$ cat src/gtm_defines.vh
// Constants shared by the general timer block: map, fields, resets, timing
`ifndef GTM_DEFINES_VH
`define GTM_DEFINES_VH

// ****************************************************************
// Timer variant indices (address bits 3:2)
// ****************************************************************
`define GTM_IDX_A 2'h0
`define GTM_IDX_B 2'h1
`define GTM_IDX_C 2'h2

// ****************************************************************
// Register select within a timer (address bits 1:0)
// ****************************************************************
`define GTM_REG_CNT 2'h0
`define GTM_REG_PER 2'h1
`define GTM_REG_CTL 2'h2
`define GTM_REG_IRQ 2'h3

// ****************************************************************
// Control word field positions
// ****************************************************************
`define GTM_BIT_ON 15
`define GTM_BIT_SIDL 13
`define GTM_BIT_GATE 6
`define GTM_BIT_PS_HI 5
`define GTM_BIT_PS_LO 4
`define GTM_BIT_PAIR 3
`define GTM_BIT_SYNC 2
`define GTM_BIT_SRC 1

// Writable bits per variant; all others read as zero
`define GTM_WMASK_A 16'hA076
`define GTM_WMASK_B 16'hA07A
`define GTM_WMASK_C 16'hA072

// ****************************************************************
// Interrupt control word field positions
// ****************************************************************
`define GTM_BIT_IE 0
`define GTM_BIT_IF 1
`define GTM_BIT_IP_HI 4
`define GTM_BIT_IP_LO 2

// ****************************************************************
// Reset values
// ****************************************************************
`define GTM_RST_CNT 16'h0000
`define GTM_RST_PER 16'hFFFF
`define GTM_RST_CTL 16'h0000
`define GTM_RST_IP 3'h0
`define GTM_CNT_MAX 16'hFFFF

// ****************************************************************
// Timing: instruction clock is the system clock divided by four
// ****************************************************************
`define GTM_TCY_LAST 2'h3

// Prescaler terminal counts for 1:1, 1:8, 1:64, 1:256
`define GTM_PS1_LAST 8'h00
`define GTM_PS8_LAST 8'h07
`define GTM_PS64_LAST 8'h3F
`define GTM_PS256_LAST 8'hFF

`endif

$ cat src/gtm_sync.v
// Optional two-stage synchroniser with edge detection for one input level
`timescale 1ns/1ps
`include "gtm_defines.vh"
module gtm_sync (
  // Clock and reset
  input wire mclk_i,
  input wire rst_i,
  // Level in, bypass the synchroniser when high
  input wire d_i,
  input wire bypass_i,
  // Selected level and its edges
  output wire lvl_o,
  output wire rise_o,
  output wire fall_o
);

  reg meta_q;
  reg sync_q;
  reg prev_q;

  // ****************************************************************
  // Synchroniser and edge history
  // ****************************************************************
  // First stage feeds only the second stage
  always @(posedge mclk_i or posedge rst_i) begin
    if (rst_i) begin
      meta_q <= 1'b0;
      sync_q <= 1'b0;
      prev_q <= 1'b0;
    end else begin
      meta_q <= d_i;
      sync_q <= meta_q;
      prev_q <= lvl_o;
    end
  end

  // Bypass trades two cycles of latency for no sampling at all
  assign lvl_o = bypass_i ? d_i : sync_q;
  assign rise_o = lvl_o & ~prev_q;
  assign fall_o = ~lvl_o & prev_q;

endmodule

$ cat src/gtm_prescale.v
// Input prescaler: passes one of every 1, 8, 64 or 256 input ticks
`timescale 1ns/1ps
`include "gtm_defines.vh"
module gtm_prescale #(
  parameter W = 8
) (
  // Clock and reset
  input wire mclk_i,
  input wire rst_i,
  // Tick in, ratio select, synchronous clear
  input wire tick_i,
  input wire [1:0] sel_i,
  input wire clr_i,
  // Prescaled tick out
  output wire pulse_o
);

  reg [W-1:0] cnt_q;
  reg [W-1:0] last;

  // Terminal count for the selected ratio
  always @* begin
    case (sel_i)
      2'h0: last = `GTM_PS1_LAST;
      2'h1: last = `GTM_PS8_LAST;
      2'h2: last = `GTM_PS64_LAST;
      default: last = `GTM_PS256_LAST;
    endcase
  end

  assign pulse_o = tick_i & (cnt_q == last);

  // Divider counter; cleared while the timer is off so a restart is clean
  always @(posedge mclk_i or posedge rst_i) begin
    if (rst_i) begin
      cnt_q <= {W{1'b0}};
    end else if (clr_i) begin
      cnt_q <= {W{1'b0}};
    end else if (tick_i) begin
      if (pulse_o) begin
        cnt_q <= {W{1'b0}};
      end else begin
        cnt_q <= cnt_q + {{(W-1){1'b0}}, 1'b1};
      end
    end
  end

endmodule

$ cat src/gtm_timer.v
// Three 16-bit timers of variants A, B and C with register port
`timescale 1ns/1ps
`include "gtm_defines.vh"
module gtm_timer #(
  parameter CW = 16,
  parameter PSW = 8
) (
  // Clock and reset
  input wire mclk_i,
  input wire rst_i,
  // Register port
  input wire [3:0] addr_i,
  input wire [15:0] wdata_i,
  input wire wr_i,
  input wire rd_i,
  output wire [15:0] rdata_o,
  // External clock or gate pins, low-power oscillator
  input wire ext_clk_a_i,
  input wire ext_clk_b_i,
  input wire ext_clk_c_i,
  input wire lposc_clk_i,
  input wire lposc_en_i,
  // Device power state
  input wire idle_i,
  input wire sleep_i,
  // Interrupt request, priority and ADC trigger
  output wire [2:0] irq_req_o,
  output wire [8:0] irq_prio_o,
  output wire adc_trig_o
);

  // ****************************************************************
  // Shared state
  // ****************************************************************
  wire [3*CW-1:0] cnt_w;
  wire [3*CW-1:0] per_w;
  wire [3*CW-1:0] ctl_w;
  wire [3*CW-1:0] rb_w;
  wire [2:0] inc_w;
  wire [2:0] gfall_w;
  wire [2:0] hit_w;
  wire [2:0] set_w;
  wire [2:0] flag_w;
  wire [2:0] ien_w;
  wire [CW-1:0] cnt_a = cnt_w[CW-1:0];
  wire [CW-1:0] cnt_b = cnt_w[2*CW-1:CW];
  wire [CW-1:0] cnt_c = cnt_w[3*CW-1:2*CW];
  wire [CW-1:0] per_a = per_w[CW-1:0];
  wire [CW-1:0] per_b = per_w[2*CW-1:CW];
  wire [CW-1:0] per_c = per_w[3*CW-1:2*CW];
  wire pair_w = ctl_w[CW + `GTM_BIT_PAIR];
  reg [1:0] tcy_cnt_q;
  reg tcy_q;
  reg [15:0] rdata_q;
  reg [2:0] irq_q;
  reg adc_q;

  // ****************************************************************
  // Instruction clock enable
  // ****************************************************************
  // One pulse every four system clocks stands in for Fosc/4
  always @(posedge mclk_i or posedge rst_i) begin
    if (rst_i) begin
      tcy_cnt_q <= 2'h0;
      tcy_q <= 1'b0;
    end else begin
      tcy_cnt_q <= tcy_cnt_q + 2'h1;
      tcy_q <= (tcy_cnt_q == `GTM_TCY_LAST);
    end
  end

  // ****************************************************************
  // Period match and flag events
  // ****************************************************************
  // Paired, the 32-bit compare lives on C and is clocked by B
  assign hit_w[0] = inc_w[0] & (cnt_a == per_a);
  assign hit_w[1] = inc_w[1] & ~pair_w & (cnt_b == per_b);
  assign hit_w[2] = pair_w ?
    (inc_w[1] & ({cnt_c, cnt_b} == {per_c, per_b})) :
    (inc_w[2] & (cnt_c == per_c));

  // Gate fall of B reports on C while paired
  assign set_w[0] = hit_w[0] | gfall_w[0];
  assign set_w[1] = hit_w[1] | (gfall_w[1] & ~pair_w);
  assign set_w[2] = hit_w[2] | (pair_w ? gfall_w[1] : gfall_w[2]);

  // ****************************************************************
  // Per-timer logic
  // ****************************************************************
  genvar gi;
  generate
    for (gi = 0; gi < 3; gi = gi + 1) begin : g_tmr
      localparam [31:0] GI = gi;
      localparam [1:0] IDX = GI[1:0];
      localparam [15:0] WMASK = (IDX == `GTM_IDX_A) ? `GTM_WMASK_A :
        (IDX == `GTM_IDX_B) ? `GTM_WMASK_B : `GTM_WMASK_C;
      reg [CW-1:0] cnt_q;
      reg [CW-1:0] per_q;
      reg [15:0] ctl_q;
      reg ie_q;
      reg if_q;
      reg [2:0] ip_q;
      reg [15:0] rb;
      wire sel = (addr_i[3:2] == IDX);
      wire wr_cnt = wr_i & sel & (addr_i[1:0] == `GTM_REG_CNT);
      wire wr_per = wr_i & sel & (addr_i[1:0] == `GTM_REG_PER);
      wire wr_ctl = wr_i & sel & (addr_i[1:0] == `GTM_REG_CTL);
      wire wr_irq = wr_i & sel & (addr_i[1:0] == `GTM_REG_IRQ);
      wire on = ctl_q[`GTM_BIT_ON];
      wire ext_sel = ctl_q[`GTM_BIT_SRC];
      wire syn = ctl_q[`GTM_BIT_SYNC];
      wire gate = ctl_q[`GTM_BIT_GATE] & ~ext_sel;
      wire is_a = (IDX == `GTM_IDX_A);
      wire is_b = (IDX == `GTM_IDX_B);
      wire pin = is_a ? (lposc_en_i ? lposc_clk_i : ext_clk_a_i) :
        (is_b ? ext_clk_b_i : ext_clk_c_i);
      // Internal source ignores the sync bit, so a gate pin is sampled on A and C; B always bypasses
      wire byp = is_a ? (ext_sel & ~syn) : is_b;
      wire async_ok = is_a & ext_sel & ~syn;
      wire run = on & ~(idle_i & ctl_q[`GTM_BIT_SIDL]) &
        (~sleep_i | async_ok);
      wire pin_lvl;
      wire pin_rise;
      wire pin_fall;
      wire ps_pulse;
      wire adv;
      wire clr;
      // Source: gated internal, pin rising edge, or instruction clock
      wire src = gate ? (tcy_q & pin_lvl) :
        (ext_sel ? pin_rise : tcy_q);

      gtm_sync u_pin (
        .mclk_i(mclk_i),
        .rst_i(rst_i),
        .d_i(pin),
        .bypass_i(byp),
        .lvl_o(pin_lvl),
        .rise_o(pin_rise),
        .fall_o(pin_fall)
      );

      gtm_prescale #(
        .W(PSW)
      ) u_ps (
        .mclk_i(mclk_i),
        .rst_i(rst_i),
        .tick_i(src & run),
        .sel_i(ctl_q[`GTM_BIT_PS_HI:`GTM_BIT_PS_LO]),
        .clr_i(~on),
        .pulse_o(ps_pulse)
      );

      if (gi == 1) begin : g_post
        // Prescaled pin ticks cross as a toggle, after the divider
        reg tog_q;
        wire t_rise;
        wire t_fall;
        always @(posedge mclk_i or posedge rst_i) begin
          if (rst_i) begin
            tog_q <= 1'b0;
          end else if (ps_pulse & ext_sel) begin
            tog_q <= ~tog_q;
          end
        end
        gtm_sync u_post (
          .mclk_i(mclk_i),
          .rst_i(rst_i),
          .d_i(tog_q),
          .bypass_i(1'b0),
          .lvl_o(),
          .rise_o(t_rise),
          .fall_o(t_fall)
        );
        assign inc_w[gi] = run & (ext_sel ? (t_rise | t_fall) : ps_pulse);
      end else begin : g_direct
        assign inc_w[gi] = ps_pulse;
      end

      assign gfall_w[gi] = gate & on & pin_fall;

      // Paired, C advances on the carry out of B and ignores its own
      assign adv = (gi == 2) ?
        (pair_w ? (inc_w[1] & (cnt_b == `GTM_CNT_MAX)) : inc_w[2]) :
        inc_w[gi];
      assign clr = hit_w[gi] | ((gi == 1) & pair_w & hit_w[2]);

      // Registers; a software write to the count beats an increment
      always @(posedge mclk_i or posedge rst_i) begin
        if (rst_i) begin
          cnt_q <= `GTM_RST_CNT;
          per_q <= `GTM_RST_PER;
          ctl_q <= `GTM_RST_CTL;
          ie_q <= 1'b0;
          if_q <= 1'b0;
          ip_q <= `GTM_RST_IP;
        end else begin
          if (wr_cnt) begin
            cnt_q <= wdata_i;
          end else if (clr) begin
            cnt_q <= `GTM_RST_CNT;
          end else if (adv) begin
            cnt_q <= cnt_q + 16'h0001;
          end
          if (wr_per) begin
            per_q <= wdata_i;
          end
          if (wr_ctl) begin
            ctl_q <= wdata_i & WMASK;
          end
          if (wr_irq) begin
            ie_q <= wdata_i[`GTM_BIT_IE];
            ip_q <= wdata_i[`GTM_BIT_IP_HI:`GTM_BIT_IP_LO];
          end
          // Hardware set wins over a clear in the same cycle
          if (set_w[gi]) begin
            if_q <= 1'b1;
          end else if (wr_irq) begin
            if_q <= wdata_i[`GTM_BIT_IF];
          end
        end
      end

      // Readback; variant A hides the gate bit or sync bit per source
      always @* begin
        rb = 16'h0000;
        if (addr_i[1:0] == `GTM_REG_CNT) begin
          rb = cnt_q;
        end else if (addr_i[1:0] == `GTM_REG_PER) begin
          rb = per_q;
        end else if (addr_i[1:0] == `GTM_REG_CTL) begin
          rb = ctl_q;
          if (is_a & ext_sel) begin
            rb[`GTM_BIT_GATE] = 1'b0;
          end
          if (is_a & ~ext_sel) begin
            rb[`GTM_BIT_SYNC] = 1'b0;
          end
        end else begin
          rb[`GTM_BIT_IE] = ie_q;
          rb[`GTM_BIT_IF] = if_q;
          rb[`GTM_BIT_IP_HI:`GTM_BIT_IP_LO] = ip_q;
        end
      end

      assign cnt_w[gi*CW +: CW] = cnt_q;
      assign per_w[gi*CW +: CW] = per_q;
      assign ctl_w[gi*CW +: CW] = ctl_q;
      assign rb_w[gi*CW +: CW] = rb;
      assign flag_w[gi] = if_q;
      assign ien_w[gi] = ie_q;
      assign irq_prio_o[gi*3 +: 3] = ip_q;
    end
  endgenerate

  // ****************************************************************
  // Read data, interrupt requests and ADC trigger
  // ****************************************************************
  // Read data stand only in the cycle after the strobe; hole reads 0
  always @(posedge mclk_i or posedge rst_i) begin
    if (rst_i) begin
      rdata_q <= 16'h0000;
      irq_q <= 3'h0;
      adc_q <= 1'b0;
    end else begin
      if (rd_i && (addr_i[3:2] != 2'h3)) begin
        rdata_q <= rb_w[{addr_i[3:2], 4'h0} +: 16];
      end else begin
        rdata_q <= 16'h0000;
      end
      irq_q <= flag_w & ien_w;
      adc_q <= hit_w[2];
    end
  end

  assign rdata_o = rdata_q;
  assign irq_req_o = irq_q;
  assign adc_trig_o = adc_q;

endmodule

$ cat config.mk
export PLATFORM = sky130hd
export DESIGN_NAME = gtm_timer
export DESIGN_NICKNAME = d
export VERILOG_FILES = /design/src/gtm_sync.v /design/src/gtm_prescale.v /design/src/gtm_timer.v
export VERILOG_INCLUDE_DIRS = /design/src
export SDC_FILE = /design/constraint.sdc
export NUM_CORES = 1
export LEC_CHECK = 0
export CELL_PAD_IN_SITES_DETAIL_PLACEMENT = 0
export CELL_PAD_IN_SITES_GLOBAL_PLACEMENT = 1
export CORE_ASPECT_RATIO = 1.4
export CORE_UTILIZATION = 51
export CTS_BUF_LIST = sky130_fd_sc_hd__clkbuf_8
export DETAILED_ROUTE_END_ITERATION = 8
export DONT_BUFFER_PORTS = 1
export PLACE_DENSITY = 0.82
export SLEW_MARGIN = 10
export SYNTH_ARGS = -nofsm -noshare
export SYNTH_HDL_FRONTEND = slang
export SYNTH_SLANG_ARGS = --single-unit
$ cat constraint.sdc
create_clock -name mclk_i -period 6.3 [get_ports mclk_i]
set_input_delay 0.63 -clock mclk_i [delete_from_list [all_inputs] [get_ports mclk_i]]
set_output_delay 0.63 -clock mclk_i [all_outputs]
set_load 0.05 [all_outputs]
==> summary.txt <==
=====================================================================================
Run status                                                               finished, final reports clean
Pre-antenna DRT Iters                                                               6
Vias in the first global route                                                   8048
Nature of the critical path endpoint                                        flip-flop
Largest area contributor in the netlist                                       dfrtp_1
RSZ-0062 raised after global routing                                            false
Worst Max-Slew Pin Slew                                                       1130 ps
Commonest cells in the netlist                                           dfrtp_1 (141), nand2_1 (94), nor2_1 (81)
Normalized max-slew margin                                                      24.4%
Floorplan die area                                                        21300 sq um
Number of antenna diodes                                                            0
Number of ports placed on the die boundary                                         60
Remaining design rule violation count                                               0
Clock latency on the worst-skew pair                                           490 ps
Part of the total power dissipated in the clock network                         24.1%
Total placed instance area                                                10700 sq um
Count of input and output buffers                                                   0
Number of cells in the design after placement                                    1268
Sink Count                                                                        189
Area added between synthesis and finish                                         4.94%
Post-CTS setup buffer count                                                         0
Depth of the most critical reg-to-reg path                                          7
Overall overflow remaining after global route                                       0
Share of layout cells above drive strength 1                                    17.4%
Fin Hold WS                                                                    119 ps
DRT Wirelength                                                           29700 microns
Global-route wire length before repair                                   46600 microns
Starting density of the core                                                    52.6%
Number of max-capacitance violations reported                                       0
Net Switching                                                               0.00124 W
Dominant cells by area after synthesis                                   dfrtp_1 (33%), dfstp_2 (12%), mux2_2 (8.0%), mux2i_1 (3.8%), o21ai_0 (3.7%)
Flop-to-flop setup slack                                                      2640 ps
Pin count of the biggest net entering global routing                              113
Buffers from clock root to sink, at most                                            2
Critical path data arrival time                                               4040 ps
Gpl congestion                                                                  0.865
Total count of hold-check failures in the final report                              0
HPWL after detailed placement                                            20800 microns
Startpoint type of the worst setup path                                     flip-flop
Syn_area_per_cell                                                          9.85 sq um
Combinational share of power                                                    21.3%
Setup TNS                                                                        0 ps
Number of max-slew violations in the final report                                   0
Synthesized netlist net count                                                    1110
P per Cell Area                                                           316 nW/um^2
CTS buffer count                                                                   17
Leak                                                                          4.48 nW
Final clock skew                                                              17.7 ps
FMAX                                                                          273 MHz
Number of warnings printed during yosys synthesis                                   0
Clock transition at the registers of the reported paths                        100 ps
Post-synth EDFFs                                                                    0
Horizontal die dimension                                                  124 microns
Area of the mapped netlist                                                10600 sq um
Vert. Die Dim                                                             172 microns
Path type of the worst setup path                                             reg2reg
Total vias in the final route                                                    8269
Core Rows                                                                          61
Final standard cell utilization of the core                                     55.2%
Fin cells                                                                        1300
Wire length per cell after detailed routing                              22.8 microns
Async S/R FF share, synth                                                        100%
Worst-path maximum fanout                                                          28
CP Cell Sequence                                                         or4_1, a222oi_1, or3b_1, o41ai_2, or2_1, o21ai_0, a21bo_2
Reg power frac                                                                  54.5%
Number of antenna violations at the first check in global routing                   0
CTS root buf                                                                 clkbuf_8
Detailed-route vias per instance                                                 6.36
TritonCTS clock tree                                                              yes
Count of nets after finishing                                                    1073
Share of the cycle needed by the critical path after routing                    58.1%
Cell count after synthesis                                                       1072
Delay of the slowest cell on the worst path                                    740 ps
H-tree levels                                                                       4
Post-synthesis register bit count                                                 189
Count of routing violations after the opening detailed-route iteration            728
Cell Int Power                                                              0.00226 W
Required time worst endpoint                                                  6680 ps
Switching power share of the total                                              35.5%
R2r endpoint                                                                 cnt_c[2]
Core Box Area                                                             20100 sq um
Sequential cell area fraction in the yosys report                               45.4%
Netlist cell types                                                                 75
Leading cell type by number of instances after synthesis                      dfrtp_1
Gates resized, CTS repair                                                           0
CP max-delay cell                                                               or2_1
Final instance area                                                       11100 sq um
Origin of the critical flop-to-flop path                                 g_tmr[2].ctl_q[4]
Minimum period implied by the final worst setup slack                         3660 ps
Share of Yosys cell area claimed by the top area cell type                      33.4%
Worst min-delay path category                                                in2async
Antenna viol nets, final                                                            0
Largest voltage drop on the vdd net                                          0.171 mV
Prevailing post-synth register cell                                           dfrtp_1
Setup violators final                                                               0
GR Util All Layers                                                              29.6%
Hold bufs inserted after CTS                                                        0
=====================================================================================
==> how the worst max path moves through the flow <==
stage	startpoint	depth (start not counted)	end
after floorplan	rst_i	1	adc_trig_o
after global placement	g_tmr[2].ctl_q[4]	7	cnt_c[2]
after detailed placement	g_tmr[2].ctl_q[4]	7	cnt_c[2]
after CTS	g_tmr[2].ctl_q[4]	7	cnt_c[2]
after global routing	g_tmr[2].ctl_q[4]	7	cnt_c[2]
final	g_tmr[2].ctl_q[4]	7	cnt_c[2]
==> worst max-delay path: cells and delay by family, from the launching register on <==
family / cells / cell delay, ps
AOI/OAI and AO/OA: 4 / 1310
DFF: 1 / 450
and+or+nand+nor: 3 / 1810
==> per-layer routing <==
| metal | vias up | global-route usage (%) | wire length [microns] |
|---|---|---|---|
| met2 | 263 | 48.2 | 14700 |
| met1 | 4128 | 38.0 | 12300 |
| met4 | 0 | 13.9 | 1140 |
| li1 | 3812 | - | - |
| met5 | - | 0 | 0 |
| met3 | 66 | 4.85 | 1640 |
==> cell usage in the layout (no fill, tap or decap), types with 5 or more instances in the layout <==
| cell | synthesis | layout |
|---|---|---|
| a211oi_1 | 5 | 5 |
| a21o_1 | 5 | 5 |
| a21oi_1 | 41 | 41 |
| a22o_1 | 10 | 10 |
| a31oi_1 | 14 | 14 |
| and2_1 | 15 | 15 |
| and3_1 | 32 | 32 |
| buf_4 | 2 | 8 |
| clkbuf_8 | 0 | 18 |
| dfrtp_1 | 141 | 141 |
| dfstp_2 | 48 | 48 |
| ha_1 | 7 | 7 |
| inv_1 | 24 | 23 |
| mux2_2 | 75 | 75 |
| mux2i_1 | 40 | 40 |
| mux4_2 | 6 | 6 |
| nand2_1 | 94 | 94 |
| nand2b_1 | 9 | 9 |
| nand3_1 | 35 | 35 |
| nand3b_1 | 7 | 7 |
| nand4_1 | 18 | 18 |
| nor2_1 | 81 | 81 |
| nor2b_1 | 15 | 15 |
| nor3_1 | 12 | 12 |
| nor3b_1 | 6 | 6 |
| nor4_1 | 8 | 7 |
| o211ai_1 | 5 | 5 |
| o21a_1 | 9 | 9 |
| o21ai_0 | 78 | 78 |
| o22ai_1 | 13 | 13 |
| o311ai_0 | 13 | 13 |
| o31ai_1 | 5 | 5 |
| or2_2 | 5 | 5 |
| or3_1 | 6 | 6 |
| or4_1 | 7 | 7 |
| xnor2_1 | 36 | 36 |
| xor2_1 | 28 | 28 |
==> through the flow <==
step | power, W | setup slack [ps]
after detailed placement | 0.00267 | 2680
final | 0.00350 | 2640
after global routing | 0.00368 | 2390
after global placement | 0.00265 | 2780
after CTS | 0.00351 | 2660
after floorplan | 0.00244 | 607
==> sequential cells by signal, summed over array words and instances (netlist names) <==
| signal | count |
|---|---|
| tcy_cnt_q | 2 |
| g_tmr.g_post.u_post.meta_q | 1 |
| cnt_a | 16 |
| g_tmr.per_q | 48 |
| adc_trig_o | 1 |
| g_tmr.u_ps.cnt_q | 24 |
| g_tmr.g_post.u_post.prev_q | 1 |
| g_tmr.ie_q | 3 |
| g_tmr.u_pin.sync_q | 2 |
| g_tmr.ip_q | 9 |
| rdata_o | 16 |
| cnt_b | 16 |
| g_tmr.if_q | 3 |
| cnt_c | 16 |
| g_tmr.u_pin.meta_q | 2 |
| g_tmr.g_post.tog_q | 1 |
| g_tmr.g_post.u_post.sync_q | 1 |
| g_tmr.ctl_q | 20 |
| irq_req_o | 3 |
| g_tmr.u_pin.prev_q | 3 |
| tcy_q | 1 |
==> cells by family after synthesis <==
logic type | after synthesis | share of synthesized area, %
AO/OA/AOI/OAI | 241 | 14.8
XOR/XNOR | 64 | 5.31
adder cells (fa/ha/maj) | 7 | 0.829
buffers and inverters | 88 | 3.44
flip-flops | 189 | 45.4
multiplexers | 121 | 13.1
AND/OR/NAND/NOR | 362 | 17.2
==> layout make-up <==
| type | instances | area, sq um |
|---|---|---|
| Clock buffer | 18 | 248 |
| Clock inverter | 14 | 158 |
| Tap cell | 252 | 315 |
| Timing Repair Buffer | 8 | 60.1 |
| Sequential cell | 189 | 4790 |
| Fill cell | 1844 | 8990 |
| Inverter | 24 | 97.6 |
| Multi-Input combinational cell | 795 | 5410 |
==> power groups by stage <==
stage	logic, W	clock network (W)	registers, W
floorplan	0.000644	0	0.00179
global placement	0.000736	0	0.00191
detailed placement	0.000743	0	0.00192
CTS	0.000748	0.000861	0.00190
global route	0.000830	0.000903	0.00195
finish	0.000748	0.000846	0.00191
(Power assumes the default switching activity.)
